### src/verilog/ueb_consts.svh
// constants for the uart enhanced register access block
`ifndef UEB_CONSTS_SVH
`define UEB_CONSTS_SVH
// host-side uart addresses
`define UEB_A_ASR      3'h1
`define UEB_A_LCR      3'h3
`define UEB_A_RFL      3'h3
`define UEB_A_TFL      3'h4
`define UEB_A_ICR      3'h5
`define UEB_A_SPR      3'h7
// line control value that unlocks the 650 register set
`define UEB_LCR_UNLOCK 8'hBF
`define UEB_LCR_DLAB   7
// additional control field positions
`define UEB_ACR_ASR_EN 7
`define UEB_ACR_ICR_RD 6
`define UEB_ACR_TRG_EN 5
`define UEB_ACR_DTR_HI 4
`define UEB_ACR_DTR_LO 3
`define UEB_ACR_ADSR   2
`define UEB_ACR_TXDIS  1
`define UEB_ACR_RXDIS  0
// indexed offsets
`define UEB_I_ACR      8'h00
`define UEB_I_CPR      8'h01
`define UEB_I_TCR      8'h02
`define UEB_I_CKS      8'h03
`define UEB_I_TTL      8'h04
`define UEB_I_RTL      8'h05
`define UEB_I_FCL      8'h06
`define UEB_I_FCH      8'h07
`define UEB_I_ID1      8'h08
`define UEB_I_ID2      8'h09
// reset values
`define UEB_RST_CPR    8'h20
`define UEB_RST_ZERO   8'h00
`endif

### src/verilog/ueb_pkg.sv
// types shared by the enhanced register access block
`default_nettype none
package ueb_pkg;
  // what an access at a uart address is routed to
  typedef enum logic [2:0] {
    UEB_SEL_STD,
    UEB_SEL_ASR,
    UEB_SEL_RFL,
    UEB_SEL_TFL,
    UEB_SEL_ICR
  } ueb_sel_t;
  // indexed register file state
  typedef struct packed {
    logic [7:0] additional_control;
    logic [7:0] clock_prescale;
    logic [7:0] sample_clock_times;
    logic [7:0] clock_source_select;
    logic [7:0] ttl;
    logic [7:0] rx_interrupt_threshold;
    logic [7:0] flow_lower_threshold;
    logic [7:0] flow_upper_threshold;
  } ueb_idx_t;
  // top-level access state
  typedef struct packed {
    logic [7:0] line_control;
    logic [7:0] scratch_pad;
    logic [1:0] asr_ctl;
    logic [7:0] rdata;
    logic       rvalid;
  } ueb_state_t;
endpackage
`default_nettype wire

### src/verilog/ueb_decode.sv
// address decoder for the enhanced register layer
`timescale 1ns/1ps
`default_nettype none
`include "ueb_consts.svh"
module ueb_decode (
  // address and mode qualifiers
  input  wire logic [2:0]     addr_in,
  input  wire logic           dlab_in,
  input  wire logic           unlock_in,
  input  wire logic           asr_en_in,
  input  wire logic           icr_rd_in,
  // routing
  output ueb_pkg::ueb_sel_t   rd_sel_out,
  output ueb_pkg::ueb_sel_t   wr_sel_out
);
  // read routing; status set hides the shared standard registers
  function automatic ueb_pkg::ueb_sel_t rd_route(input logic [2:0] a);
    rd_route = ueb_pkg::UEB_SEL_STD;
    if (a == `UEB_A_ASR && !dlab_in && asr_en_in)
      rd_route = ueb_pkg::UEB_SEL_ASR;
    else if (a == `UEB_A_RFL && asr_en_in && !unlock_in)
      rd_route = ueb_pkg::UEB_SEL_RFL;
    else if (a == `UEB_A_TFL && asr_en_in && !unlock_in)
      rd_route = ueb_pkg::UEB_SEL_TFL;
    else if (a == `UEB_A_ICR && icr_rd_in && !unlock_in)
      rd_route = ueb_pkg::UEB_SEL_ICR;
  endfunction
  // write routing; fifo levels are read-only so writes fall through
  function automatic ueb_pkg::ueb_sel_t wr_route(input logic [2:0] a);
    wr_route = ueb_pkg::UEB_SEL_STD;
    if (a == `UEB_A_ASR && !dlab_in && asr_en_in)
      wr_route = ueb_pkg::UEB_SEL_ASR;
    else if (a == `UEB_A_ICR && !unlock_in)
      wr_route = ueb_pkg::UEB_SEL_ICR;
  endfunction
  // a process, not assigns: the routes also read the mode inputs
  // directly, and an assign would only wake up on the address
  always_comb begin
    rd_sel_out = rd_route(addr_in);
    wr_sel_out = wr_route(addr_in);
  end
endmodule // ueb_decode
`default_nettype wire

### src/verilog/ueb_index_regs.sv
// indexed control register set behind the window
`timescale 1ns/1ps
`default_nettype none
`include "ueb_consts.svh"
module ueb_index_regs #(
  parameter logic [7:0] ID_FIRST  = 8'hA5,  // arbitrary value
  parameter logic [7:0] ID_SECOND = 8'h5A   // arbitrary value
) (
  // clock and reset
  input  wire logic       mclk_in,
  input  wire logic       rst_b_in,
  // window access
  input  wire logic [7:0] idx_in,
  input  wire logic       wr_in,
  input  wire logic [7:0] wdata_in,
  // contents
  output logic [7:0]      rdata_out,
  output ueb_pkg::ueb_idx_t regs_out
);
  ueb_pkg::ueb_idx_t q, d;
  // write decode; unlisted and read-only offsets change nothing
  always_comb begin
    d = q;
    if (wr_in) begin
      unique case (idx_in)
        `UEB_I_ACR: d.additional_control = wdata_in;
        `UEB_I_CPR: d.clock_prescale = wdata_in;
        `UEB_I_TCR: d.sample_clock_times = wdata_in;
        `UEB_I_CKS: d.clock_source_select = wdata_in;
        `UEB_I_TTL: d.ttl = wdata_in;
        `UEB_I_RTL: d.rx_interrupt_threshold = wdata_in;
        `UEB_I_FCL: d.flow_lower_threshold = wdata_in;
        `UEB_I_FCH: d.flow_upper_threshold = wdata_in;
        default:    d = q;
      endcase
    end
  end
  // read mux; id bytes are constants, untouched by reset
  always_comb begin
    unique case (idx_in)
      `UEB_I_ACR: rdata_out = q.additional_control;
      `UEB_I_CPR: rdata_out = q.clock_prescale;
      `UEB_I_TCR: rdata_out = q.sample_clock_times;
      `UEB_I_CKS: rdata_out = q.clock_source_select;
      `UEB_I_TTL: rdata_out = q.ttl;
      `UEB_I_RTL: rdata_out = q.rx_interrupt_threshold;
      `UEB_I_FCL: rdata_out = q.flow_lower_threshold;
      `UEB_I_FCH: rdata_out = q.flow_upper_threshold;
      `UEB_I_ID1: rdata_out = ID_FIRST;
      `UEB_I_ID2: rdata_out = ID_SECOND;
      default:    rdata_out = `UEB_RST_ZERO;
    endcase
  end
  // prescaler resets to a prescale of four, the rest to zero
  always_ff @(posedge mclk_in or negedge rst_b_in) begin
    if (!rst_b_in) begin
      q     <= '0;
      q.clock_prescale <= `UEB_RST_CPR;
    end else begin
      q <= d;
    end
  end
  assign regs_out = q;
endmodule // ueb_index_regs
`default_nettype wire

### src/verilog/ueb_top.sv
// enhanced register access layer of the uart
//
// Function
// status register at 001 only when divisor latch access bit is 0
// status and tx level need additional status enable set
// status writes change only bits 0 and 1
// tx level and window need last line control write not 0xBF
// window read at 101 needs indexed read enable set
// standard register at 101 read while indexed read enable clear
// shared standard registers readable with status enable clear
// window goes to the indexed register named by scratch pad
// rx level register at 011 returns rx fifo count
// tx level register at 100 returns tx fifo count
// software keeps upper flow threshold within 1 to 127
// indexed offsets 08 and 09 return fixed id bytes
// software writes offset into scratch pad before window access
// software clears indexed read enable after an indexed read
// prescaler resets to 0x20, other indexed registers to zero
// window writes to read-only or unlisted offsets do nothing
`timescale 1ns/1ps
`default_nettype none
`include "ueb_consts.svh"
module ueb_top #(
  parameter logic [7:0] ID_FIRST  = 8'hA5,  // arbitrary value
  parameter logic [7:0] ID_SECOND = 8'h5A,  // arbitrary value
  parameter int         CNT_W     = 8
) (
  // clock and reset
  input  wire logic             mclk_in,
  input  wire logic             rst_b_in,
  // host register port
  input  wire logic [2:0]       addr_in,
  input  wire logic             wr_in,
  input  wire logic             rd_in,
  input  wire logic [7:0]       wdata_in,
  output logic [7:0]            rdata_out,
  output logic                  rvalid_out,
  // standard register set behind this layer
  output logic                  std_wr_out,
  output logic                  std_rd_out,
  input  wire logic [7:0]       std_rdata_in,
  // uart core state
  input  wire logic [CNT_W-1:0] rx_count_in,
  input  wire logic [CNT_W-1:0] tx_count_in,
  input  wire logic [5:0]       asr_status_in,
  // mode seen by the standard set
  output logic                  dlab_out,
  output logic                  unlocked_650_out,
  // additional status control bits
  output logic                  remote_tx_dis_out,
  output logic                  tx_dis_status_out,
  // additional control fields
  output logic                  asr_en_out,
  output logic                  icr_rd_en_out,
  output logic                  trig950_en_out,
  output logic [1:0]            dtr_mode_out,
  output logic                  auto_dsr_out,
  output logic                  tx_disable_out,
  output logic                  rx_disable_out,
  // clock control
  output logic [4:0]            presc_int_out,
  output logic [2:0]            presc_frac_out,
  output logic [3:0]            sample_n_out,
  output logic [7:0]            clk_sel_out,
  // trigger levels and flow thresholds
  output logic [6:0]            tx_trig_out,
  output logic [6:0]            rx_trig_out,
  output logic [6:0]            flow_lo_out,
  output logic [6:0]            flow_hi_out
);

  // register state and next value
  ueb_pkg::ueb_state_t q, d;
  // indexed register file contents
  ueb_pkg::ueb_idx_t   idx;
  // routing of the current access
  ueb_pkg::ueb_sel_t   rd_sel;
  ueb_pkg::ueb_sel_t   wr_sel;
  // window read data and write strobe
  logic [7:0]          idx_rdata;
  logic                idx_wr;
  // decoded modes
  logic                dlab;
  logic                unlock;
  logic                asr_en;
  logic                icr_rd;

  // mode bits come from the line control shadow and the control reg
  assign dlab   = q.line_control[`UEB_LCR_DLAB];
  assign unlock = (q.line_control == `UEB_LCR_UNLOCK);
  assign asr_en = idx.additional_control[`UEB_ACR_ASR_EN];
  assign icr_rd = idx.additional_control[`UEB_ACR_ICR_RD];

  // extend a fifo count into a byte, bits above the count read zero
  function automatic logic [7:0] lvl(input logic [CNT_W-1:0] c);
    logic [CNT_W+7:0] w;
    w   = {8'h00, c};
    lvl = w[7:0];
  endfunction

  // address routing
  ueb_decode u_decode (
    .addr_in    (addr_in),
    .dlab_in    (dlab),
    .unlock_in  (unlock),
    .asr_en_in  (asr_en),
    .icr_rd_in  (icr_rd),
    .rd_sel_out (rd_sel),
    .wr_sel_out (wr_sel)
  );

  // window writes go to the offset last placed in the scratch pad
  assign idx_wr = wr_in && (wr_sel == ueb_pkg::UEB_SEL_ICR);

  // indexed control registers
  ueb_index_regs #(
    .ID_FIRST  (ID_FIRST),
    .ID_SECOND (ID_SECOND)
  ) u_index (
    .mclk_in   (mclk_in),
    .rst_b_in  (rst_b_in),
    .idx_in    (q.scratch_pad),
    .wr_in     (idx_wr),
    .wdata_in  (wdata_in),
    .rdata_out (idx_rdata),
    .regs_out  (idx)
  );

  // standard set sees only accesses this layer does not claim
  // the window claims 101 writes whenever not unlocked; lsr is read-only
  always_comb begin
    std_wr_out = wr_in && (wr_sel == ueb_pkg::UEB_SEL_STD);
    std_rd_out = rd_in && (rd_sel == ueb_pkg::UEB_SEL_STD);
  end

  // next-state logic
  always_comb begin
    d        = q;
    d.rvalid = 1'b0;
    // snoop every line control write; unlock tracks the last one
    if (wr_in && addr_in == `UEB_A_LCR)
      d.line_control = wdata_in;
    // scratch pad doubles as the index pointer; 650 mode owns 111
    if (wr_in && addr_in == `UEB_A_SPR && !unlock)
      d.scratch_pad = wdata_in;
    // only the two disable bits of the status register are writable
    if (wr_in && wr_sel == ueb_pkg::UEB_SEL_ASR)
      d.asr_ctl = wdata_in[1:0];
    // read data is captured one cycle after the strobe
    if (rd_in) begin
      d.rvalid = 1'b1;
      unique case (rd_sel)
        ueb_pkg::UEB_SEL_ASR:
          d.rdata = {asr_status_in, q.asr_ctl};
        ueb_pkg::UEB_SEL_RFL:
          d.rdata = lvl(rx_count_in);
        ueb_pkg::UEB_SEL_TFL:
          d.rdata = lvl(tx_count_in);
        ueb_pkg::UEB_SEL_ICR:
          d.rdata = idx_rdata;
        ueb_pkg::UEB_SEL_STD:
          d.rdata = std_rdata_in;
      endcase
    end
  end

  // state register
  always_ff @(posedge mclk_in or negedge rst_b_in) begin
    if (!rst_b_in) begin
      q <= '0;
    end else begin
      q <= d;
    end
  end

  // host read answer
  assign rdata_out  = q.rdata;
  assign rvalid_out = q.rvalid;

  // mode outputs for the standard set
  assign dlab_out         = dlab;
  assign unlocked_650_out = unlock;

  // additional status control bits
  assign remote_tx_dis_out = q.asr_ctl[1];
  assign tx_dis_status_out = q.asr_ctl[0];

  // additional control fields
  assign asr_en_out     = asr_en;
  assign icr_rd_en_out  = icr_rd;
  assign trig950_en_out = idx.additional_control[`UEB_ACR_TRG_EN];
  assign dtr_mode_out   = idx.additional_control[`UEB_ACR_DTR_HI:`UEB_ACR_DTR_LO];
  assign auto_dsr_out   = idx.additional_control[`UEB_ACR_ADSR];
  assign tx_disable_out = idx.additional_control[`UEB_ACR_TXDIS];
  assign rx_disable_out = idx.additional_control[`UEB_ACR_RXDIS];

  // clock control fields
  assign presc_int_out  = idx.clock_prescale[7:3];
  assign presc_frac_out = idx.clock_prescale[2:0];
  assign sample_n_out   = idx.sample_clock_times[3:0];
  assign clk_sel_out    = idx.clock_source_select;

  // seven-bit levels; bit 7 of each register is unused
  // no range check on the upper threshold, software keeps it legal
  assign tx_trig_out = idx.ttl[6:0];
  assign rx_trig_out = idx.rx_interrupt_threshold[6:0];
  assign flow_lo_out = idx.flow_lower_threshold[6:0];
  assign flow_hi_out = idx.flow_upper_threshold[6:0];

endmodule // ueb_top
`default_nettype wire

### config.mk
export PLATFORM = sky130hd
export DESIGN_NAME = ueb_top
export DESIGN_NICKNAME = d
export VERILOG_FILES = /design/src/verilog/ueb_pkg.sv /design/src/verilog/ueb_decode.sv /design/src/verilog/ueb_index_regs.sv /design/src/verilog/ueb_top.sv
export VERILOG_INCLUDE_DIRS = /design/src /design/src/verilog
export SDC_FILE = /design/constraint.sdc
export NUM_CORES = 1
export LEC_CHECK = 0
export BUFFER_PORTS_ARGS = -buffer_cell sky130_fd_sc_hd__buf_4
export CORE_AREA = 10 10 106 98
export DETAILED_ROUTE_END_ITERATION = 10
export DIE_AREA = 0 0 116 108
export PLACE_DENSITY = 0.86
export SYNTH_ARGS = -nofsm -noshare
export SYNTH_HDL_FRONTEND = slang
export SYNTH_HIERARCHICAL = 1
export SYNTH_SLANG_ARGS = --single-unit
### constraint.sdc
create_clock -name mclk_in -period 5.6 [get_ports mclk_in]
set_input_delay 0 -clock mclk_in [delete_from_list [all_inputs] [get_ports mclk_in]]
set_output_delay 0 -clock mclk_in [all_outputs]
set_load 0.01 [all_outputs]
==> results.py, run 1 <==
metrics = {
    "synthesis": {
        "synth_ff_type": "dfrtp_1",
        "syn-cell-area_um2": 4560,
        "syn-num-nets": 395,
        "yosys.area.top_type": "dfrtp_1",
        "yosysWarnings": 6,
        "async_flop_share_pct": 100,
        "synth_top_area_share_pct": 49.4,
        "synth.avg_cell_area_um2": 13.0,
        "netlist_instances": 350,
        "ys_seq_area_share_pct": 50.0,
        "synth-edff-count": 0,
        "ys_ff_latch": 91,
        "synth_cell_types": 53,
        "synth.area.top_cells": "dfrtp_1, mux2_2, mux4_2, nand3_2, buf_4",
    },
    "route": {
        "routed_wl_mm": 13.0,
        "num_vias": 3496,
        "drtIter0Drc": 248,
        "dr.pass1.iters": 5,
        "ant_nets": 0,
        "routedWlPerCell_um": 22.5,
        "drc": 0,
        "via_per_inst": 6.06,
    },
    "job": {
        "drv_cap": 0,
    },
    "critical_path": {
        "startpoint_type": "flop",
        "crit_required_ns": 5.85,
        "crit_slowest_cell": "nor4bb_2",
        "cp.arrival_ns": 3.28,
        "path_class": "flop to flop",
        "max_stage_delay_ns": 0.97,
        "critPathMaxFanout": 8,
        "timing.critical_path.to_type": "flop",
        "crit_path_cell_trace": "nand4b_1, nor2_1, and4bb_1, nor4bb_2, nand3_2, mux2_2",
    },
    "cts": {
        "cts.htree.levels": 3,
        "clock_sinks": 91,
        "worstSkewPairLatency_ns": 0.36,
        "cts_tree": "built",
        "cts_buffers": 9,
        "clk_root_buffer_cell": "clkbuf_8",
        "clk_path_buf_depth": 2,
        "post_cts_buffers": 0,
        "path_clk_slew_ns": 0.09,
    },
    "global_routing": {
        "grt-ovfl-total": 0,
        "grt_first_pass_wirelength_mm": 20.8,
        "antenna_found_initial": 0,
        "grt_max_degree": 54,
        "grt_pass1_vias": 3756,
        "track_usage_pct": 21.1,
    },
    "floorplanning": {
        "fp.dieArea_um2": 12500,
        "core-area_um2": 8330,
        "io_pins": 116,
        "dieWidth_um": 116,
        "start_util_pct": 54.7,
        "rows": 32,
        "die_y_um": 108,
    },
    "run_status": {
        "status": "complete, no violations",
    },
    "placement": {
        "place_congestion": 0.882,
        "dpl.hpwl_mm": 9.26,
        "io_buffers": 115,
    },
    "finish": {
        "area_growth_pct": 27.3,
        "drive_gt1_share_pct": 51.6,
        "n_antenna_cell": 0,
        "nNetsFinal": 515,
    },
    "timing": {
        "rsz0062_at_grt": "false",
        "fmax_ghz": 0.330,
        "period_needed_ns": 3.03,
        "clock_skew_ns": 0.00419,
        "slew_headroom_pct": 25.5,
        "final_hold_viol_count": 0,
        "slew_viol_final": 0,
        "min_period_over_period_pct": 54.1,
        "tightestPinTransition_ns": 1.10,
        "setup_tns_ns": 0,
        "setup_viol": 0,
    },
    "power_and_ir_drop": {
        "p_comb_share_pct": 18.2,
        "p_leak_nw": 2.81,
        "intPower_mw": 1.09,
        "p_total_mw": 1.52,
        "switchingPower_uw": 424,
        "peakVddDrop_mv": 0.163,
        "switching_share_pct": 27.9,
        "p_seq_share_pct": 50.0,
        "power.density_nw_per_um2": 262,
        "power.share.clock_pct": 31.8,
    },
    "hold_path": {
        "hold_class": "input port to flop",
    },
}
-- flip-flops by register name, summed over array words and instances (netlist names) --
name and flops:
rvalid_out 1, remote_tx_dis_out 1, u_index/regs_out 64, q 15, tx_dis_status_out 1, rdata_out 8, dlab_out 1
-- worst max-delay path: cells and delay by family, from the launching register on --
kind             cells  cell delay (ns)
flip-flops           1             0.42
multiplexers         1             0.43
AND/OR/NAND/NOR      5             2.07
-- layout make-up --
cell class,instances,area [um^2]
timing repair buffer,133,1040
clock inverter,6,88.8
multi-input combinational,227,2110
fill,585,2520
tap,102,128
sequential,91,2280
clock buffer,10,128
inverter,8,30.0
-- power by group through the flow --
stage	sequential (mW)	clock, mW	combinational (mW)
4_1_cts	0.758	0.493	0.276
3_3_place_gp	0.767	0	0.258
5_1_grt	0.766	0.523	0.300
2_1_floorplan	0.749	0	0.166
3_5_place_dp	0.771	0	0.267
6_report	0.759	0.483	0.277
-- per-layer routing --
metal,vias up,track usage [%],wire length (um)
met4,0,6.43,242
li1,1561,-,-
met5,-,0,0
met3,31,8.03,1360
met1,1724,26.3,5280
met2,180,33.5,6100
-- what timing repair did --
action / in CTS / in global routing
hold buffers: 15 / 0
hold endpoints to repair: 126 / 0
resized for setup: 0 / 0
-- cells by family after synthesis --
logic type	count (synthesis)	synth area share, %
simple gates	61	9.94
mux	102	26.8
other cells	1	0.0823
compound gates	63	9.42
flops	91	50.0
buf+inv	32	3.73
-- path summary, 6_finish.rpt --
path | from | end | slack [ns] | cells past startpoint
setup / recovery | dlab_out | u_index/regs_out[52] | 2.57 | 6
hold / removal | asr_status_in[0] | rdata_out[2] | 0.002 | 3
setup reg to reg | dlab_out | u_index/regs_out[52] | 2.57 | 6
hold reg to reg | q[17] | q[17] | 0.51 | 1
max in group asynchronous | rst_b_in | u_index/regs_out[46] | 4.41 | 3
min in group asynchronous | rst_b_in | rdata_out[0] | 0.14 | 2
-- cell usage after synthesis, types with 2 or more instances --
| library cell | instances |
|---|---|
| a21oi_1 | 8 |
| or3b_1 | 4 |
| nand3_2 | 8 |
| nand4b_1 | 2 |
| buf_2 | 3 |
| dfrtp_1 | 90 |
| nand3b_1 | 3 |
| mux2i_1 | 6 |
| o21ai_0 | 13 |
| o22ai_1 | 8 |
| a32oi_1 | 2 |
| and2_1 | 2 |
| or2_2 | 2 |
| a211oi_1 | 7 |
| inv_1 | 8 |
| nand2b_1 | 2 |
| nor2_1 | 3 |
| mux2_2 | 88 |
| o31ai_1 | 2 |
| clkbuf_1 | 7 |
| o221ai_1 | 2 |
| nand2_1 | 6 |
| o32ai_1 | 7 |
| a22oi_1 | 6 |
| buf_1 | 2 |
| nand3_1 | 4 |
| o21a_1 | 4 |
| nor2b_1 | 11 |
| buf_4 | 10 |
| mux4_2 | 7 |
-- per-stage QoR --
stage | setup WS, ns | hold WS, ns | util [%] | instances | instance area (um^2)
floorplan | 3.22 | -0.296 | - | 350 | 4560
global route | 2.44 | 0.0194 | 69.7 | 577 | 5800
global placement | 2.69 | -0.00416 | 65.3 | 546 | 5440
detailed placement | 2.61 | -0.000280 | 65.3 | 546 | 5440
finish | 2.57 | 0.00222 | 69.7 | 577 | 5800
CTS | 2.61 | 0.000123 | 69.7 | 577 | 5800
-- placed cells by master (no fill, tap or decap), types with 2 or more instances in the layout --
| master | n |
|---|---|
| a211oi_1 | 7 |
| a21oi_1 | 8 |
| a22oi_1 | 6 |
| a32oi_1 | 2 |
| and2_1 | 2 |
| buf_4 | 118 |
| bufinv_16 | 2 |
| clkbuf_8 | 9 |
| clkinvlp_4 | 2 |
| dfrtp_1 | 90 |
| dlygate4sd3_1 | 15 |
| inv_1 | 8 |
| mux2_2 | 88 |
| mux2i_1 | 6 |
| mux4_2 | 7 |
| nand2_1 | 6 |
| nand2b_1 | 2 |
| nand3_1 | 4 |
| nand3_2 | 8 |
| nand3b_1 | 3 |
| nand4b_1 | 2 |
| nor2_1 | 3 |
| nor2b_1 | 11 |
| o21a_1 | 4 |
| o21ai_0 | 13 |
| o221ai_1 | 2 |
| o22ai_1 | 8 |
| o31ai_1 | 2 |
| o32ai_1 | 7 |
| or2_2 | 2 |
| or3b_1 | 4 |
No activity file was read; power rests on OpenSTA's default activity.
==> inputs of run 2 (changes only) <==
Settings changed: CORE_AREA 10 10 106 98 to 10 10 109 101, DIE_AREA 0 0 116 108 to 0 0 119 111, PLACE_DENSITY 0.86 to 0.82.
Clock period 5.6 ns to 2.9 ns, I/O delays scaled along.
==> run 2 against run 1 <==
  * Cell count is 4.5% higher
  * Fmax increased by 20%
  * Non-clock buffer count increased by 6
  * Final area grew 1.7%
  * Via count unchanged
  * Combinational power grew 97%
  * Register-to-register slack worse by 2.2 ns
  * Total power rose by 100%
  * Clock power increased by 120%
  * Worst hold slack better by 0.017 ns
  * Utilization down 2.9 points
  * Global-route usage fell by 1.4 points
  * Highest routed layer unchanged
==> results.py, run 2 (synthesis gave the netlist of run 1 again) <==
metrics = {
    "run_status": {
        "status": "complete, no violations",
    },
    "route": {
        "dr.pass1.iters": 6,
        "drtIter0Drc": 181,
        "routedWlPerCell_um": 21.6,
        "drc": 0,
        "routed_wl_mm": 13.0,
        "ant_nets": 0,
        "via_per_inst": 5.80,
        "num_vias": 3496,
    },
    "hold_path": {
        "worstHoldPathCells": 3,
        "hold_end": "rdata_out[0]",
        "hold_class": "input port to flop",
        "hp-start": "tx_count_in[0]",
    },
    "timing": {
        "setup_viol": 0,
        "rsz0062_at_grt": "false",
        "tightestPinTransition_ns": 0.677,
        "final_hold_viol_count": 0,
        "min_period_over_period_pct": 86.8,
        "fin_ws_ns": 0.383,
        "setup_tns_ns": 0,
        "clock_skew_ns": 0.00457,
        "period_needed_ns": 2.52,
        "slew_headroom_pct": 54.8,
        "slew_viol_final": 0,
        "fmax_ghz": 0.397,
    },
    "finish": {
        "fin_area_um2": 5900,
        "fillers": 672,
        "drive_gt1_share_pct": 51.6,
        "final_common_cell": "buf_4",
        "layout_common_cells": "buf_4, dfrtp_1, mux2_2",
        "largest_register_ffs": 64,
        "n_antenna_cell": 0,
        "area_growth_pct": 29.6,
        "stdcell_count": 603,
        "nNetsFinal": 521,
    },
    "cts": {
        "clk_root_buffer_cell": "clkbuf_8",
        "cts.htree.levels": 3,
        "clock_sinks": 91,
        "cts_buffers": 9,
        "post_cts_buffers": 0,
        "clk_path_buf_depth": 2,
        "path_clk_slew_ns": 0.09,
        "cts_tree": "built",
        "worstSkewPairLatency_ns": 0.35,
    },
    "critical_path": {
        "path_class": "flop to flop",
        "r2r_setup_slack_ns": 0.38,
        "max_stage_delay_ns": 0.68,
        "crit_path_cell_trace": "or4_1, and2b_1, nand2_1, o221ai_1, o21ai_0, o32ai_1",
        "crit_slowest_cell": "or4_1",
        "timing.critical_path.to_type": "flop",
        "critPathMaxFanout": 9,
        "r2r-end": "rdata_out[0]",
        "crit_required_ns": 3.16,
        "r2r-start": "q[16]",
        "startpoint_type": "flop",
        "r2r.worst_path.cells": 6,
        "cp.arrival_ns": 2.77,
    },
    "job": {
        "drv_cap": 0,
    },
    "power_and_ir_drop": {
        "p_seq_share_pct": 47.8,
        "p_comb_share_pct": 18.0,
        "switchingPower_uw": 811,
        "intPower_mw": 2.23,
        "power.share.clock_pct": 34.2,
        "power.density_nw_per_um2": 516,
        "switching_share_pct": 26.6,
        "p_leak_nw": 2.85,
        "peakVddDrop_mv": 0.320,
    },
    "placement": {
        "io_buffers": 115,
        "post-place-ws_ns": 0.442,
        "numPlacedInstances": 570,
        "place_area_um2": 5490,
        "place_congestion": 0.864,
        "dpl.hpwl_mm": 9.37,
    },
    "floorplanning": {
        "start_util_pct": 51.6,
        "dieWidth_um": 119,
        "rows": 33,
        "core-area_um2": 8840,
        "die_y_um": 111,
        "io_pins": 116,
        "fp.dieArea_um2": 13200,
    },
    "global_routing": {
        "antenna_found_initial": 0,
        "grt_max_degree": 40,
        "track_usage_pct": 19.7,
        "grt_first_pass_wirelength_mm": 21.1,
        "grt-ovfl-total": 0,
        "grt_pass1_vias": 3716,
    },
}
[run 2: cell count changes in the layout (fill, tap and decap cells not counted)]
cell and delta:
clkinvlp_4 -1, clkinv_2 -1, bufinv_16 +1, inv_6 -1
clkbuf_8 +1, dlygate4sd3_1 +2, clkbuf_1 +1, buf_4 +4
[run 2: power by group through the flow]
| stage | Clock (mW) | Combinational [mW] | Sequential [mW] |
|---|---|---|---|
| floorplan | 0 | 0.320 | 1.45 |
| global placement | 0 | 0.511 | 1.48 |
| detailed placement | 0 | 0.525 | 1.48 |
| CTS | 1.06 | 0.547 | 1.45 |
| global route | 1.10 | 0.594 | 1.47 |
| finish | 1.04 | 0.547 | 1.45 |
[run 2: what timing repair did]
| item | CTS | global route |
|---|---|---|
| hold buffers | 17 | 0 |
| gates resized for setup | 0 | 0 |
| endpoints found under the hold margin | 117 | 0 |
[run 2: metal layers]
| layer | share of wire (%) | global-route usage [%] | vias to the layer above |
|---|---|---|---|
| li1 | - | - | 1565 |
| met1 | 44 | 26.1 | 1739 |
| met2 | 46 | 30.4 | 172 |
| met3 | 8.3 | 4.99 | 20 |
| met4 | 1.6 | 7.40 | 0 |
| met5 | 0 | 0 | - |
[run 2: final cells by class]
type                            count  area [um^2]  area share [%]
Inverter                            8         30.0           0.509
Timing Repair Buffer              139         1090            18.4
Sequential cell                    91         2280            38.6
Multi-Input combinational cell    227         2110            35.8
Clock inverter                      4         97.6            1.65
Tap cell                          122          153            2.59
Clock buffer                       12          145            2.46
[run 2: worst max path at each step]
stage	slack, ns	depth (start not counted)	to	start
finish	0.38	6	rdata_out[0]	q[16]
global route	0.22	6	rdata_out[0]	q[16]
CTS	0.41	6	rdata_out[0]	q[16]
detailed placement	0.44	6	rdata_out[2]	q[11]
global placement	0.46	6	rdata_out[2]	q[11]
floorplan	0.52	7	rdata_out[2]	q[11]
[run 2: per-stage QoR]
| step | hold WS (ns) | power [mW] | util [%] |
|---|---|---|---|
| after floorplan | -0.296 | 1.77 | - |
| after CTS | 0.00499 | 3.06 | 66.8 |
| after global routing | 0.0215 | 3.17 | 66.8 |
| after global placement | 0.00402 | 1.99 | 62.1 |
| final | 0.0187 | 3.04 | 66.8 |
| after detailed placement | 0.00811 | 2.00 | 62.1 |
[run 2: critical path, delay by kind of cell, from the launching register on]
family / cells / cell delay, ns
and+or+nand+nor: 3 / 1.35
AOI/OAI and AO/OA: 3 / 0.68
DFF: 1 / 0.38
